===== src/hw/frame_copy_pkg.sv =====
// shared constants and carrier types for the frame copy decision block
package frame_copy_pkg;
   localparam int WORD_W = 16;
   localparam int ADDR_W = 16;
   localparam int LEN_W = 16;
   // address used for frame data when no receive buffer is free
   localparam logic [15:0] NO_BUFFER_ADDR = 16'h0200;
   // verdict must arrive this many bytes before the first buffer ends
   localparam logic [15:0] VERDICT_MARGIN_BYTES = 16'h0004;
   // bytes moved per receive word
   localparam logic [15:0] BYTES_PER_WORD = 16'h0002;
   // cycles in the check state before a low verdict line is trusted
   localparam logic [2:0] SYNC_SETTLE = 3'h4;
   // universal/local bit position inside the high specific address word
   localparam int UL_BIT_POS = 1;
   localparam int UL_BYTE_POS = 0;
   // receive copy option encodings
   localparam logic [1:0] COPY_OPT_NORMAL = 2'h0;
   localparam logic [1:0] COPY_OPT_EXPRESS_ONLY = 2'h1;
   // reset values
   localparam logic [15:0] ADDR_RESET = 16'h0000;
   localparam logic [15:0] COUNT_RESET = 16'h0000;

   // one receive DMA write as offered to the bus
   typedef struct packed {
      logic valid;
      logic [ADDR_W-1:0] addr;
      logic [WORD_W-1:0] data;
   } dma_write_t;

   // outcome of a finished frame
   typedef struct packed {
      logic copy;
      logic reclaim;
      logic addr_recognised;
      logic ext_fail;
      logic late;
   } frame_result_t;
endpackage : frame_copy_pkg


===== src/hw/frame_copy_check.sv =====
// frame copy decision: internal address compare plus external checker lines
// Overview of operation
// - compare destination address of every frame, stripped too
// - external verdict runs beside internal compare
// - accept specific address only with its own U/L value
// - buffer while checking, reclaim when not copied
// - verdict lines released when idle
// - both lines low on first word write
// - frame words written at consecutive addresses
// - decide only after both checks finish
// - verdict four bytes before first buffer end
// - lines only driven low, wired-AND
// - fail beats external match only, internal match still copies; idle lines leave the frame undecided
// - no buffer: write to fixed address until verdict
// - express-only option: no external copy, still flag
`timescale 1ns/1ps
module frame_copy_check
   import frame_copy_pkg::*;
(
   input wire logic ref_clk, // 10 MHz adapter bus clock
   input wire logic resetn, // async reset, active low
   input wire logic clk_en, // freezes all state when low
   input wire logic frame_start, // pulse: new frame received
   input wire logic word_valid, // pulse: receive word ready
   input wire logic [WORD_W-1:0] word_data, // receive word
   input wire logic word_last, // with word_valid: last word of frame
   input wire logic dest_valid, // pulse: dest address complete
   input wire logic [47:0] dest_addr, // received destination address
   input wire logic [47:0] station_addr, // specific address incl high word
   input wire logic buffer_free, // a receive buffer is available
   input wire logic [ADDR_W-1:0] buffer_base, // first buffer start
   input wire logic [LEN_W-1:0] buffer_len, // first buffer length, bytes
   input wire logic [1:0] receive_copy_option, // copy option
   input wire logic bus_ready, // write accepted this cycle
   output dma_write_t dma_wr, // receive DMA write
   input wire logic external_match_line_in, // pin level
   output logic external_match_line_out, // always zero
   output logic external_match_line_oe, // pull low when high
   input wire logic external_fail_line_in, // pin level
   output logic external_fail_line_out, // always zero
   output logic external_fail_line_oe, // pull low when high
   output logic word_ready, // may accept next word
   output logic result_valid, // pulse: frame decided
   output frame_result_t result, // decision of the frame
   output logic [1:0] address_recognised_bits // bits set in frame
);

   typedef enum {S_IDLE, S_FIRST, S_WAIT, S_CHECK, S_DONE} state_t;

   // pin synchronisers: three flops, accept when last two agree
   logic [2:0] match_sync_r, match_sync_nxt;
   logic [2:0] fail_sync_r, fail_sync_nxt;
   logic match_low_r, match_low_nxt;
   logic fail_low_r, fail_low_nxt;

   state_t state_r, state_nxt;
   logic [ADDR_W-1:0] wr_addr_r, wr_addr_nxt;
   logic [LEN_W-1:0] bytes_r, bytes_nxt;
   logic no_buf_r, no_buf_nxt;
   logic int_done_r, int_done_nxt;
   logic int_hit_r, int_hit_nxt;
   logic ext_done_r, ext_done_nxt;
   logic ext_match_r, ext_match_nxt;
   logic ext_fail_r, ext_fail_nxt;
   logic last_seen_r, last_seen_nxt;
   logic late_r, late_nxt;
   logic drive_r, drive_nxt;
   logic [2:0] settle_r, settle_nxt;
   dma_write_t wr_r, wr_nxt;
   frame_result_t res_r, res_nxt;
   logic res_v_r, res_v_nxt;
   logic [1:0] ari_r, ari_nxt;

   logic [47:0] cmp_station;
   logic int_hit_now;
   logic ext_copy;
   logic pending;
   logic verdict_seen;
   logic [LEN_W-1:0] limit;

   // synchroniser next values; stage 0 is read only by stage 1
   always_comb begin
      match_sync_nxt = {match_sync_r[1:0], external_match_line_in};
      fail_sync_nxt = {fail_sync_r[1:0], external_fail_line_in};
      match_low_nxt = match_low_r;
      fail_low_nxt = fail_low_r;
      if (match_sync_r[2] == match_sync_r[1]) begin
         match_low_nxt = ~match_sync_r[2];
      end
      if (fail_sync_r[2] == fail_sync_r[1]) begin
         fail_low_nxt = ~fail_sync_r[2];
      end
   end

   always_ff @(posedge ref_clk or negedge resetn) begin
      if (!resetn) begin
         match_sync_r <= 3'h7;
         fail_sync_r <= 3'h7;
         match_low_r <= 1'b0;
         fail_low_r <= 1'b0;
      end else if (clk_en) begin
         match_sync_r <= match_sync_nxt;
         fail_sync_r <= fail_sync_nxt;
         match_low_r <= match_low_nxt;
         fail_low_r <= fail_low_nxt;
      end
   end

   // U/L bit is compared like any other bit, so only the exact U/L value matches
   always_comb begin
      cmp_station = station_addr;
      int_hit_now = (dest_addr == cmp_station);
   end

   // limit: last byte count at which a verdict is still in time
   assign limit = buffer_len - VERDICT_MARGIN_BYTES;
   // the decision is held off while either check is unfinished
   assign pending = !(int_done_r && ext_done_r);
   // wait for our own low pulse to drain; both low reads as fail
   assign verdict_seen = (settle_r == SYNC_SETTLE) &&
                         (match_low_r || fail_low_r);
   // external copy is blocked by the express-only option
   assign ext_copy = ext_match_r && !ext_fail_r &&
                     (receive_copy_option != COPY_OPT_EXPRESS_ONLY);
   // words are held off while the first write still drives the lines
   assign word_ready = (state_r == S_FIRST || state_r == S_CHECK) &&
                       (!wr_r.valid || bus_ready);

   // frame sequencing, DMA address stepping and decision
   always_comb begin
      state_nxt = state_r;
      wr_addr_nxt = wr_addr_r;
      bytes_nxt = bytes_r;
      no_buf_nxt = no_buf_r;
      int_done_nxt = int_done_r;
      int_hit_nxt = int_hit_r;
      ext_done_nxt = ext_done_r;
      ext_match_nxt = ext_match_r;
      ext_fail_nxt = ext_fail_r;
      last_seen_nxt = last_seen_r;
      late_nxt = late_r;
      drive_nxt = 1'b0;
      settle_nxt = settle_r;
      wr_nxt = wr_r;
      res_nxt = res_r;
      res_v_nxt = 1'b0;
      ari_nxt = ari_r;
      if (wr_r.valid && bus_ready) begin
         wr_nxt.valid = 1'b0;
      end
      if (dest_valid && state_r != S_IDLE) begin
         int_done_nxt = 1'b1;
         int_hit_nxt = int_hit_now;
      end
      if (state_r == S_CHECK && !ext_done_r && verdict_seen) begin
         ext_done_nxt = 1'b1;
         ext_match_nxt = match_low_r && !fail_low_r;
         ext_fail_nxt = fail_low_r;
         if (bytes_r > limit) begin
            late_nxt = 1'b1;
         end
      end
      case (state_r)
         S_IDLE: begin
            if (frame_start) begin
               state_nxt = S_FIRST;
               no_buf_nxt = !buffer_free;
               wr_addr_nxt = buffer_free ? buffer_base : NO_BUFFER_ADDR;
               bytes_nxt = COUNT_RESET;
               int_done_nxt = 1'b0;
               int_hit_nxt = 1'b0;
               ext_done_nxt = 1'b0;
               ext_match_nxt = 1'b0;
               ext_fail_nxt = 1'b0;
               last_seen_nxt = 1'b0;
               late_nxt = 1'b0;
               settle_nxt = 3'h0;
            end
         end
         S_FIRST: begin
            if (word_valid && word_ready) begin
               // first word carries the access and frame control bytes
               wr_nxt = '{valid: 1'b1, addr: wr_addr_r, data: word_data};
               drive_nxt = 1'b1;
               bytes_nxt = BYTES_PER_WORD;
               if (!no_buf_r) begin
                  wr_addr_nxt = wr_addr_r + BYTES_PER_WORD;
               end
               last_seen_nxt = word_last;
               state_nxt = S_WAIT;
            end
         end
         S_WAIT: begin
            // hold both lines until the first write completes on the bus
            drive_nxt = !(wr_r.valid && bus_ready);
            if (!drive_nxt) begin
               state_nxt = S_CHECK;
            end
         end
         S_CHECK: begin
            settle_nxt = settle_r + 3'(settle_r != SYNC_SETTLE);
            if (word_valid && word_ready && !last_seen_r) begin
               // stop writing to the fixed address once verdict is in
               if (!(no_buf_r && ext_done_r)) begin
                  wr_nxt = '{valid: 1'b1, addr: wr_addr_r, data: word_data};
               end
               bytes_nxt = bytes_r + BYTES_PER_WORD;
               if (!no_buf_r) begin
                  wr_addr_nxt = wr_addr_r + BYTES_PER_WORD;
               end
               last_seen_nxt = word_last;
            end
            // decide only when frame ended and both checks finished
            if (last_seen_r && !pending && !wr_r.valid) begin
               state_nxt = S_DONE;
            end
         end
         S_DONE: begin
            // fail beats external match only, an internal match still copies; reached only after a pin verdict, idle pins never get here
            res_nxt.ext_fail = ext_fail_r;
            res_nxt.copy = !no_buf_r && (int_hit_r || ext_copy);
            res_nxt.reclaim = !res_nxt.copy;
            res_nxt.addr_recognised = int_hit_r ||
                                      (ext_match_r && !ext_fail_r);
            res_nxt.late = late_r;
            ari_nxt = {2{res_nxt.addr_recognised}};
            res_v_nxt = 1'b1;
            state_nxt = S_IDLE;
         end
         default: begin
            state_nxt = S_IDLE;
         end
      endcase
   end

   always_ff @(posedge ref_clk or negedge resetn) begin
      if (!resetn) begin
         state_r <= S_IDLE;
         wr_addr_r <= ADDR_RESET;
         bytes_r <= COUNT_RESET;
         no_buf_r <= 1'b0;
         int_done_r <= 1'b0;
         int_hit_r <= 1'b0;
         ext_done_r <= 1'b0;
         ext_match_r <= 1'b0;
         ext_fail_r <= 1'b0;
         last_seen_r <= 1'b0;
         late_r <= 1'b0;
         drive_r <= 1'b0;
         settle_r <= 3'h0;
         wr_r <= '0;
         res_r <= '0;
         res_v_r <= 1'b0;
         ari_r <= 2'h0;
      end else if (clk_en) begin
         state_r <= state_nxt;
         wr_addr_r <= wr_addr_nxt;
         bytes_r <= bytes_nxt;
         no_buf_r <= no_buf_nxt;
         int_done_r <= int_done_nxt;
         int_hit_r <= int_hit_nxt;
         ext_done_r <= ext_done_nxt;
         ext_match_r <= ext_match_nxt;
         ext_fail_r <= ext_fail_nxt;
         last_seen_r <= last_seen_nxt;
         late_r <= late_nxt;
         drive_r <= drive_nxt;
         settle_r <= settle_nxt;
         wr_r <= wr_nxt;
         res_r <= res_nxt;
         res_v_r <= res_v_nxt;
         ari_r <= ari_nxt;
      end
   end

   // open-drain pins: data always zero, enable pulls low
   assign external_match_line_out = 1'b0;
   assign external_fail_line_out = 1'b0;
   assign external_match_line_oe = drive_r;
   assign external_fail_line_oe = drive_r;
   assign dma_wr = wr_r;
   assign result_valid = res_v_r;
   assign result = res_r;
   assign address_recognised_bits = ari_r;

   a_lines_together: assert property (@(posedge ref_clk)
      disable iff (!resetn)
      external_match_line_oe == external_fail_line_oe)
      else $error("verdict lines driven apart");
   a_drive_first_word: assert property (@(posedge ref_clk)
      disable iff (!resetn)
      external_match_line_oe |-> wr_r.valid)
      else $error("lines low without first word write");
   a_idle_released: assert property (@(posedge ref_clk)
      disable iff (!resetn)
      state_r == S_IDLE |-> !external_match_line_oe)
      else $error("lines driven while idle");
   a_fail_wins: assert property (@(posedge ref_clk)
      disable iff (!resetn)
      result_valid && result.ext_fail && !int_hit_r |-> !result.copy)
      else $error("failed external check copied frame");
   a_internal_copy: assert property (@(posedge ref_clk)
      disable iff (!resetn)
      result_valid && int_hit_r && !no_buf_r |-> result.copy)
      else $error("internal match not copied");
   a_reclaim_uncopied: assert property (@(posedge ref_clk)
      disable iff (!resetn)
      result_valid |-> result.reclaim == !result.copy)
      else $error("reclaim does not follow copy");
   a_decide_after_both: assert property (@(posedge ref_clk)
      disable iff (!resetn)
      clk_en && state_r == S_CHECK && state_nxt == S_DONE
      |-> int_done_r && ext_done_r)
      else $error("decision before both checks");
   a_consecutive_words: assert property (@(posedge ref_clk)
      disable iff (!resetn)
      clk_en && state_r == S_CHECK && !no_buf_r && wr_nxt.valid
      && !wr_r.valid |-> wr_addr_nxt == wr_addr_r + BYTES_PER_WORD)
      else $error("frame words not consecutive");
   a_no_buffer_addr: assert property (@(posedge ref_clk)
      disable iff (!resetn)
      wr_r.valid && no_buf_r |-> wr_r.addr == NO_BUFFER_ADDR)
      else $error("no-buffer write off fixed address");
   a_express_only: assert property (@(posedge ref_clk)
      disable iff (!resetn)
      result_valid && ext_match_r && !ext_fail_r && !int_hit_r
      && receive_copy_option == COPY_OPT_EXPRESS_ONLY
      |-> !result.copy && result.addr_recognised)
      else $error("express-only option copied external match");
   a_release_after: assert property (@(posedge ref_clk)
      disable iff (!resetn)
      $fell(external_match_line_oe) |-> !external_match_line_oe [*2])
      else $error("lines not released after first word");
endmodule : frame_copy_check


===== config.mk =====
export PLATFORM = sky130hd
export DESIGN_NAME = frame_copy_check
export DESIGN_NICKNAME = d
export VERILOG_FILES = /design/src/hw/frame_copy_pkg.sv /design/src/hw/frame_copy_check.sv
export SDC_FILE = /design/constraint.sdc
export NUM_CORES = 1
export LEC_CHECK = 0
export BUFFER_PORTS_ARGS = -buffer_cell sky130_fd_sc_hd__buf_2
export CAP_MARGIN = 5
export CORE_MARGIN = 4
export CORE_UTILIZATION = 50
export DETAILED_ROUTE_END_ITERATION = 10
export GPL_ROUTABILITY_DRIVEN = 1
export GPL_TIMING_DRIVEN = 0
export PLACE_DENSITY = 0.92
export SETUP_SLACK_MARGIN = 0.15
export SLEW_MARGIN = 10
export SYNTH_ARGS = -nofsm -noshare
export SYNTH_HDL_FRONTEND = slang
export SYNTH_SLANG_ARGS = --single-unit

===== constraint.sdc =====
create_clock -name ref_clk -period 2.2 [get_ports ref_clk]
set_input_delay 0.55 -clock ref_clk [delete_from_list [all_inputs] [get_ports ref_clk]]
set_output_delay 0.55 -clock ref_clk [all_outputs]
set_load 0.1 [all_outputs]

; After elaboration in Yosys (flattened, before gate mapping)
; Index checks and enable logic that the tools add are counted.
[classes]
add_sub_neg = 4
n_lt_le_gt_ge = 1
n_eq_ne = 18
n_mux = 48
n_bitwise = 2
n_reduce_logical = 43
[ops]
columns = cell, count
row1 = 16-bit 2-to-1 mux, 8
row2 = 32-bit 2-to-1 mux, 4
row3 = 32-bit one-hot mux with 4 select lines, 1
row4 = 33-bit 2-to-1 mux, 3
row5 = "32-bit by 2-bit == test with 1-bit output, second input constant", 3
row6 = 16-bit one-hot mux with 3 select lines, 2
row7 = 33-bit one-hot mux with 2 select lines, 1
row8 = "32-bit by 3-bit == test with 1-bit output, second input constant", 2
row9 = 48-bit == test, 1
row10 = "16-bit by 2-bit adder with 16-bit output, second input constant", 2
row11 = "32-bit by 1-bit == test with 1-bit output, second input constant", 1
row12 = 32-bit logical NOT, 1
row13 = 32-bit nonzero test, 1
row14 = 1-bit 2-to-1 mux, 25
row15 = 16-bit > comparator, 1
row16 = 1-bit logical AND, 16
row17 = "16-bit by 3-bit subtractor with 16-bit output, second input constant", 1
row18 = 5-bit AND reduction, 3
row19 = "2-bit != test, second input constant", 6
row20 = 1-bit logical NOT, 9
row21 = 3-bit one-hot mux with 2 select lines, 1
row22 = 2-bit AND reduction, 3
row23 = 3-bit AND reduction, 2
row24 = 1-bit logical OR, 5
row25 = other kinds (11), 14
[totals]
reg_bits = 124
output_inout_bits = 46

; Depth between registers and ports, before layout
; Gate-level depths: netlist of run 1.
[logic_depth]
word_depth = 7
depth_mapped = 11
mapped_depth_nobuf = 11

; Worst setup path before layout of run 1
; Ideal clock, no wire load.
[synth_timing]
kind = input to register
startpoint = input port buffer_len[7]
endpoint = register late_r
setup_ns = 0.126
t_arrival_ns = 2.699
required_time_ns = 2.074
path_slack_ns = -0.626
cell_stages = 11
path_buffers = 0
path_cell_list = or4_1 nor3_1 nand2_1 nor3_1 xnor2_1 ha_1 nand4_1 nor4b_1 nor3b_1 o21ai_0 a21oi_1
[synth_via]
elab_chain_len = 6
[synth_rtl]
columns = element, line_no
row1 = "start, declared", frame_copy_check.sv:32  ; input wire logic [LEN_W-1:0] buffer_len,
row2 = 16-bit by 3-bit subtractor with 16-bit output *, frame_copy_check.sv:116  ; assign limit = buffer_len - VERDICT_MARGIN_BYTES;
row3 = 16-bit > comparator *, frame_copy_check.sv:159  ; if (bytes_r > limit) begin
row4 = 1-bit 2-to-1 mux *, frame_copy_check.sv:159
row5 = 1-bit 2-to-1 mux *, frame_copy_check.sv:155  ; if (state_r == S_CHECK && !ext_done_r && verdict_seen) begin
row6 = 1-bit 2-to-1 mux, frame_copy_check.sv:165  ; if (frame_start) begin
row7 = 1-bit 2-to-1 mux *, frame_copy_check.sv:163  ; case (state_r)
row8 = "end signal, assigned", frame_copy_check.sv:266  ; late_r <= late_nxt;
row9 = "end, declared", frame_copy_check.sv:66  ; logic late_r, late_nxt;
; Every way passes the cells marked *; elsewhere a longest branch is shown, timed or not.
; A chain may end at the register's enable or synchronous reset.

; Worst setup path in the final report of run 1
; Same ends and word-level chain as after synthesis.

==> out/summary.txt, run 1 <==
RSZ-0062 raised after global routing: true
Num CTS Buffers: 9
Post-synth ARST share: 100%
Die Ht: 113 um
Synthesis-to-finish area growth: 33.1%
Slew headroom: 61.8%
CTS tree: yes
Starting Density: 51.0%
Endpoints failing setup: 1
Grt met1 use: 31.1%
HP Class: primary input to asynchronous set/reset pin
Most used DFF post-synth: dfrtp_1
WP data required: 2.45 ns
Grt ovf: 0
Pwr/cell area: 1270 nW/um^2
Wire per inst: 16.5 um
Arrival time at the worst endpoint: 2.89 ns
Final Skew: 0.0180 ns
Yosys reg bits: 93
DR vias/cell: 5.64
Post-DP Area: 6770 sq um
Root Driver: clkbuf_8
Tmin final: 2.64 ns
Global placer's final weighted congestion: 0.940
Max IR drop VDD: 1.02 mV
Antenna violations before repair: 2
Vias in the first global route: 5,309
First-pass GRT wire length: 24,900 um
Register area share after synthesis: 42.5%
CTS H-tree depth: 3
Crit path kind: primary input to flop
Max Buffers Root-to-Sink: 2
CP Max Fanout: 3
Max Clock Freq: 379 MHz
Final Instance Area: 7320 sq um
Leak: 0.00347 uW
Share of cells above drive strength 1: 35.0%
Final critical-path setup slack: -0.440 ns
Post-Layout Cell Count: 993
Setup_tns: -0.440 ns
Crit share post-route: 120%
Total GRT Usage: 23.6%
IO Pins: 203
Post-DP HPWL: 11,700 um
Final hold vios: 0
Post-Syn Area: 5500 sq um
Crit path launch type: primary input
Syn Area/Cell: 8.93 sq um
Synth cell types: 52
Busiest grt layer: met2
Fillers: 787
Core footprint: 10,800 sq um
Setup crit end kind: flop
# hold bufs at CTS: 0
Vias: 5,604
Synthesis Warnings: 0
Largest net degree at the start of global routing: 65
Std cell rows: 38
Synth Instances: 616
DRC: 0
Drt total wl: 16,300 um
Max cap viols: 0
Die area: 12,700 sq um
Drt initial violations: 450
DR pass1 iterations: 5
Fin nets: 1,023
M2 GR Usage: 39.7%
Status: finished with violations
Failing checks: negative setup slack
Worst-Skew Late Latency: 0.37 ns
Final Slew Violations: 0
Placed insts: 957
Reg clk slew, reported paths: 0.11 ns
Clock sink count: 93
Die Wd: 113 um
Worst Tran Pin Value: 0.573 ns
Post-route ant nets: 0
Port Buffer Count: 199
GR Util met3: 3.48%
Post-synth EDFFs: 0
==> worst max-delay path, cell delays in order <==
cell     delay, ns
buf_6         0.09
or4_4         0.54
nor3_4        0.19
nand2_2       0.13
nor3_2        0.19
xnor2_1       0.10
ha_1          0.31
nand4_1       0.16
nor4b_2       0.32
nor3b_1       0.09
o21ai_1       0.15
a21oi_1       0.06
==> per-layer routing <==
metal	vias up	routed length, um
li1	2650	-
met1	2623	6570
met2	277	8160
met3	54	1080
met4	0	522
met5	-	0
==> final cells by class <==
| class | instances | area [sq um] | area share (%) |
|---|---|---|---|
| diodes | 2 | 5.00 | 0.0684 |
| plain buffers | 35 | 221 | 3.03 |
| clock buffers | 10 | 138 | 1.88 |
| clock inverters | 6 | 77.6 | 1.06 |
| inverters | 16 | 60.1 | 0.821 |
| multi-input cells | 473 | 3110 | 42.5 |
| flip-flops and latches | 93 | 2340 | 32.0 |
| well taps | 140 | 175 | 2.39 |
| repair buffers | 218 | 1190 | 16.3 |
==> synth_stat cells, types with 4 or more instances <==
cell type | number | area share [%]
o22a_1 | 4 | 0.64
nand2_1 | 96 | 6.6
a21o_1 | 11 | 1.5
ha_1 | 20 | 4.6
nand3_1 | 17 | 1.5
or3_1 | 8 | 0.91
a21oi_1 | 40 | 3.6
buf_4 | 7 | 0.96
xnor2_1 | 45 | 7.2
nor4_1 | 9 | 1.0
or4_1 | 7 | 0.96
nor2_1 | 24 | 1.6
o21ai_0 | 58 | 5.3
inv_1 | 16 | 1.1
o31ai_1 | 7 | 0.96
nor3_1 | 10 | 0.91
o22ai_1 | 4 | 0.45
buf_1 | 6 | 0.41
dfstp_2 | 6 | 2.9
and3_1 | 6 | 0.68
clkbuf_1 | 19 | 1.3
mux2_2 | 10 | 2.0
nand2b_1 | 7 | 0.80
a211oi_1 | 5 | 0.68
xor2_1 | 20 | 3.2
dfrtp_1 | 87 | 40
and2_1 | 4 | 0.45
nand4_1 | 18 | 2.0
a31oi_1 | 10 | 1.1
==> path summary, 6_finish.rpt <==
check                         startpoint        endpoint  slack, ns  cells after the start
hold / removal                    resetn       dma_wr[7]       0.09                      1
setup reg to reg              state_r[0]     bytes_r[15]       0.15                      8
min in group ref_clk        word_data[2]       dma_wr[2]       0.40                      3
setup / recovery           buffer_len[7]          late_r      -0.44                     12
max in group asynchronous         resetn  fail_sync_r[0]       1.39                      2
hold reg to reg                result[4]       result[4]       0.48                      1
==> sequential cells by signal, indices dropped and copies added (netlist names), 3 cells and up <==
signal and flops:
result 5, settle_r 3, fail_sync_r 3, state_r 3, bytes_r 15, match_sync_r 3, wr_addr_r 16, dma_wr 33
==> metrics by stage <==
step / power, uW / setup WS, ns / util, % / hold slack [ns]
after global routing: 9790 / -0.495 / 67.8 / 0.111
after global placement: 7440 / -0.813 / 62.4 / 0.457
after floorplan: 6470 / -0.470 / - / 0.254
after detailed placement: 7560 / -0.890 / 62.7 / 0.464
final: 9330 / -0.440 / 67.8 / 0.0946
after CTS: 8970 / -0.416 / 66.3 / 0.100
==> placed cells by master, fill, tap and decap left out, types with 11 or more instances in the layout <==
master / netlist / layout
xor2_1: 20 / 20
buf_2: 3 / 198
o21ai_0: 58 / 57
inv_1: 16 / 16
nand2_1: 96 / 95
clkbuf_1: 19 / 13
buf_4: 7 / 23
a21o_1: 11 / 11
a21oi_1: 40 / 37
dfrtp_1: 87 / 85
nand3_1: 17 / 17
xnor2_1: 45 / 45
nand4_1: 18 / 18
ha_1: 20 / 20
nor2_1: 24 / 24
==> power by group <==
group	internal [uW]	switching, uW
clock	579	661
combinational	1410	3920
sequential	2270	486
total	4260	5070
==> what timing repair did <==
action / CTS / global route
setup buffers: 7 / 11
pin swaps: 12 / 5
endpoints found under the setup margin: 29 / 29
resized for setup: 32 / 22
==> logic make-up after synthesis <==
kind of cell	count (synthesis)	synth area share, %
AOI/OAI and AO/OA	155	16.7
DFF	93	42.5
and+or+nand+nor	221	19.8
xor gates and xnor gates	65	10.4
other	1	0.0682
buffers and inverters	51	4.03
muxes	10	2.05
adders and majority gates	20	4.55
Note: power is estimated with default switching activity, not from simulation.
==> run 2: changes to the inputs <==
Settings changed: BUFFER_PORTS_ARGS -buffer_cell sky130_fd_sc_hd__buf_2 to -buffer_cell sky130_fd_sc_hd__clkbuf_2, REMOVE_ABC_BUFFERS set to 1.
==> out/summary.txt, run 2 (synthesized netlist as in run 1, its figures left out) <==
Failing checks: negative setup slack
Global placer's final weighted congestion: 0.854
Total GRT Usage: 24.9%
Reg clk slew, reported paths: 0.10 ns
Crit share post-route: 122%
Vias in the first global route: 5,265
Final Skew: 0.0114 ns
CTS H-tree depth: 3
CP Max Fanout: 3
Max reg flops: 33
# hold bufs at CTS: 0
Max cap viols: 0
Drt initial violations: 314
Die Wd: 113 um
Post-Layout Cell Count: 965
Max IR drop VDD: 1.01 mV
Commonest non-fill, non-tap cell in the layout: clkbuf_2
Post-DP HPWL: 11,700 um
Placed insts: 925
DR pass1 iterations: 5
Grt ovf: 0
Drt total wl: 16,400 um
Min Hold Slack: 0.211 ns
Num CTS Buffers: 9
Tmin final: 2.69 ns
Fin nets: 995
Antenna violations before repair: 2
HP Class: primary input to asynchronous set/reset pin
IO Pins: 203
WP data required: 2.45 ns
Port Buffer Count: 200
Share of cells above drive strength 1: 35.4%
Largest net degree at the start of global routing: 94
Die Ht: 113 um
CTS tree: yes
RSZ-0062 raised after global routing: true
DRC: 0
Crit path launch type: primary input
Pwr/cell area: 1270 nW/um^2
Final hold vios: 0
Final Instance Area: 7170 sq um
Max Clock Freq: 371 MHz
Vias: 5,456
Clock sink count: 93
Final critical-path setup slack: -0.492 ns
Post-DP Area: 6590 sq um
First-pass GRT wire length: 25,600 um
Leak: 0.00341 uW
Synthesis-to-finish area growth: 30.4%
Max Buffers Root-to-Sink: 2
Slew headroom: 34.6%
Setup crit end kind: flop
Final Total Pwr: 9110 uW
Std cell rows: 38
Util after Layout: 66.5%
DR vias/cell: 5.65
Crit path kind: primary input to flop
Wire per inst: 17.0 um
Root Driver: clkbuf_8
Core footprint: 10,800 sq um
Post-route ant nets: 0
Die area: 12,700 sq um
Status: finished with violations
Worst Tran Pin Value: 0.980 ns
Most frequent cells in the layout: clkbuf_2, nand2_1, dfrtp_1
Worst-Skew Late Latency: 0.37 ns
Fillers: 843
Arrival time at the worst endpoint: 2.94 ns
Starting Density: 51.0%
Final Slew Violations: 0
Endpoints failing setup: 1
## run 2: layer usage
metal	up-vias	global-route usage, %	part of all wire [%]
li1	2604	-	-
met5	-	0	0
met2	246	45.5	53
met4	0	8.09	2.5
met3	32	4.60	7.2
met1	2574	29.5	37
## run 2: area by class of cell
class	instances	area [sq um]	share of cell area, %
clock buffer	9	124	1.73
tap	140	175	2.44
clock inverter	7	63.8	0.890
timing repair buffer	222	1270	17.7
antenna	2	5.00	0.0698
inverter	16	60.1	0.837
multi-input combinational	476	3130	43.7
sequential	93	2340	32.6
## run 2: final timing paths
| check | start | to | slack (ns) | cells after the start |
|---|---|---|---|---|
| worst min-delay path | resetn | dma_wr[8] | 0.21 | 1 |
| worst min register to register | fail_sync_r[2] | fail_sync_r[2] | 0.48 | 2 |
| min in group ref_clk | word_data[8] | dma_wr[8] | 0.39 | 3 |
| max in group asynchronous | resetn | state_r[1] | 1.39 | 1 |
| worst max-delay path | buffer_len[7] | late_r | -0.49 | 13 |
| worst max register to register | state_r[2] | wr_addr_r[1] | 0.13 | 7 |
## run 2: what timing repair did
item                                    4_1_cts  5_1_grt
cloned                                        4        1
endpoints found under the hold margin         0        0
setup buffers                                 9        8
resized for setup                            28       18
pin swaps                                     6       13
endpoints found under the setup margin       64       13
## run 2: critical path, stage by stage
cell      delay (ns)
clkbuf_2        0.10
or4_4           0.57
nor3_4          0.17
buf_4           0.14
nand3b_1        0.13
nor2_1          0.15
xnor2_1         0.08
ha_1            0.28
nand4_1         0.15
nor4b_2         0.34
nor3b_1         0.09
o21ai_1         0.13
a21oi_1         0.05
## run 2: where the power goes
group | total (uW) | switching, uW | internal, uW
combinational | 5240 | 3830 | 1410
clock | 1110 | 671 | 439
sequential | 2770 | 496 | 2270
total | 9110 | 5000 | 4120
## run 2: per-stage QoR
step / setup TNS, ns / worst slack [ns]
final: -0.492 / -0.492
after CTS: -0.500 / -0.500
after detailed placement: -17.18 / -1.12
after global placement: -177.33 / -3.09
after floorplan: -57.31 / -1.36
after global routing: -0.606 / -0.606
==> run 3: changes to the inputs <==
Settings changed: CORE_UTILIZATION 50 to 54, HOLD_SLACK_MARGIN set to 0.05, PLACE_DENSITY 0.92 to 0.95.
Clock period 2.2 ns to 3.2 ns, I/O delays scaled along.
==> out/summary.txt, run 3 (synthesized netlist as in run 1, its figures left out) <==
Status: finished clean
Min Hold Slack: 0.420 ns
CTS tree: yes
# hold bufs at CTS: 0
Multi-input gate area: 2990 sq um
Flop pwr share: 31.7%
Post-route ant nets: 0
Crit path kind: primary input to flop
Drt total wl: 15,300 um
Commonest non-fill, non-tap cell in the layout: clkbuf_2
Int Pwr: 2760 uW
Antenna violations before repair: 0
Std cell rows: 36
Endpoints failing setup: 0
Root Driver: clkbuf_8
Slew headroom: 40.3%
Synthesis-to-finish area growth: 25.3%
Most frequent cells in the layout: clkbuf_2, nand2_1, dfrtp_1
Max Clock Freq: 332 MHz
Grt ovf: 0
Pwr/cell area: 880 nW/um^2
CTS H-tree depth: 3
Vias: 5,275
Post-DP Area: 6610 sq um
IO Pins: 203
Share of cells above drive strength 1: 31.0%
Starting Density: 55.7%
RSZ-0062 raised after global routing: true
HP Class: primary input to asynchronous set/reset pin
Max Buffers Root-to-Sink: 2
Fillers: 788
Final Instance Area: 6890 sq um
Comb power frac: 53.0%
Clk pwr share: 15.3%
Reg clk slew, reported paths: 0.10 ns
WP data required: 3.45 ns
Crit share post-route: 94.1%
CP Max Fanout: 3
Leak: 0.00329 uW
Max reg flops: 33
Worst-Skew Late Latency: 0.36 ns
Worst Tran Pin Value: 0.895 ns
Core footprint: 9860 sq um
DRC: 0
Die Wd: 109 um
DR vias/cell: 5.63
Reg2reg setup slack: 0.61 ns
Util after Layout: 69.9%
DR pass1 iterations: 5
Final Slew Violations: 0
Largest net degree at the start of global routing: 59
Port Buffer Count: 200
Post-DP HPWL: 12,000 um
Placed insts: 919
Tmin final: 3.01 ns
Total GRT Usage: 26.1%
Fin nets: 976
Die area: 11,900 sq um
NetSw: 3300 uW
First-pass GRT wire length: 24,300 um
Max IR drop VDD: 0.565 mV
Final hold vios: 0
Setup_tns: 0 ns
Wire per inst: 16.3 um
Die Ht: 109 um
FF/Latch Area: 2330 sq um
Vias in the first global route: 5,172
Clock sink count: 93
Switching Share: 54.4%
Drt initial violations: 329
Crit path launch type: primary input
Final Skew: 0.0103 ns
Antenna Cells: 0
Post-Layout Cell Count: 937
Max cap viols: 0
Global placer's final weighted congestion: 0.864
Arrival time at the worst endpoint: 3.26 ns
Setup crit end kind: flop
Num CTS Buffers: 9
-- run 3: cell count changes in the layout (fill, tap and decap cells not counted), sizes merged --
cell / before / now
diode: 2 / 0
clkbuf: 210 / 209
a2111o: 2 / 1
or4: 8 / 7
bufbuf: 1 / 0
inv: 20 / 19
buf: 20 / 6
bufinv: 0 / 2
clkinvlp: 1 / 0
nand2b: 8 / 7
-- run 3: critical path, stage by stage --
cell      delay [ns]
clkbuf_2        0.10
or4_1           0.58
nor3_2          0.19
nand2_1         0.17
nor3_2          0.21
xnor2_1         0.09
ha_1            0.30
nand4_1         0.14
nor4b_2         0.34
nor3b_1         0.08
o21ai_0         0.19
a21oi_1         0.07
-- run 3: per-layer routing --
layer,track usage [%],part of all wire (%),vias to the layer above
li1,-,-,2551
met1,30.4,38,2484
met2,47.5,52,210
met3,5.15,6.3,30
met4,9.11,3.2,0
met5,0,0,-
-- run 3: path summary, 6_finish.rpt --
| path | start | to | cells past startpoint |
|---|---|---|---|
| max in group asynchronous | resetn | fail_sync_r[2] | 2 |
| hold reg to reg | fail_sync_r[2] | fail_sync_r[2] | 2 |
| min in group ref_clk | fail_sync_r[2] | fail_sync_r[2] | 2 |
| hold / removal | resetn | dma_wr[3] | 1 |
| setup / recovery | buffer_len[7] | late_r | 12 |
| setup reg to reg | state_r[2] | wr_addr_r[13] | 6 |
-- run 3: what timing repair did --
action	in CTS	in global routing
gates cloned	0	0
endpoints found under the setup margin	1	15
resized for setup	3	2
setup buffers	0	2
endpoints found under the hold margin	0	0
-- run 3: final cells by class --
class | instances | area share (%)
Multi-Input combinational cell | 473 | 43.4
Inverter | 16 | 0.872
Tap cell | 133 | 2.42
Clock buffer | 9 | 1.80
Clock inverter | 7 | 1.69
Sequential cell | 93 | 33.9
Timing Repair Buffer | 206 | 15.9
-- run 3: power groups by stage --
stage / registers, uW / logic, uW / clock network, uW
final: 1920 / 3220 / 928
after global placement: 1900 / 3070 / 0
after floorplan: 3320 / 1020 / 0
after global routing: 1970 / 3440 / 994
after CTS: 1910 / 3210 / 939
after detailed placement: 1930 / 3200 / 0
-- run 3: through the flow --
stage	power, uW	setup slack [ns]
after CTS	6060	0.181
after detailed placement	5130	-0.405
after floorplan	4340	-0.607
after global placement	4970	-1.86
after global routing	6410	0.0235
final	6060	0.188
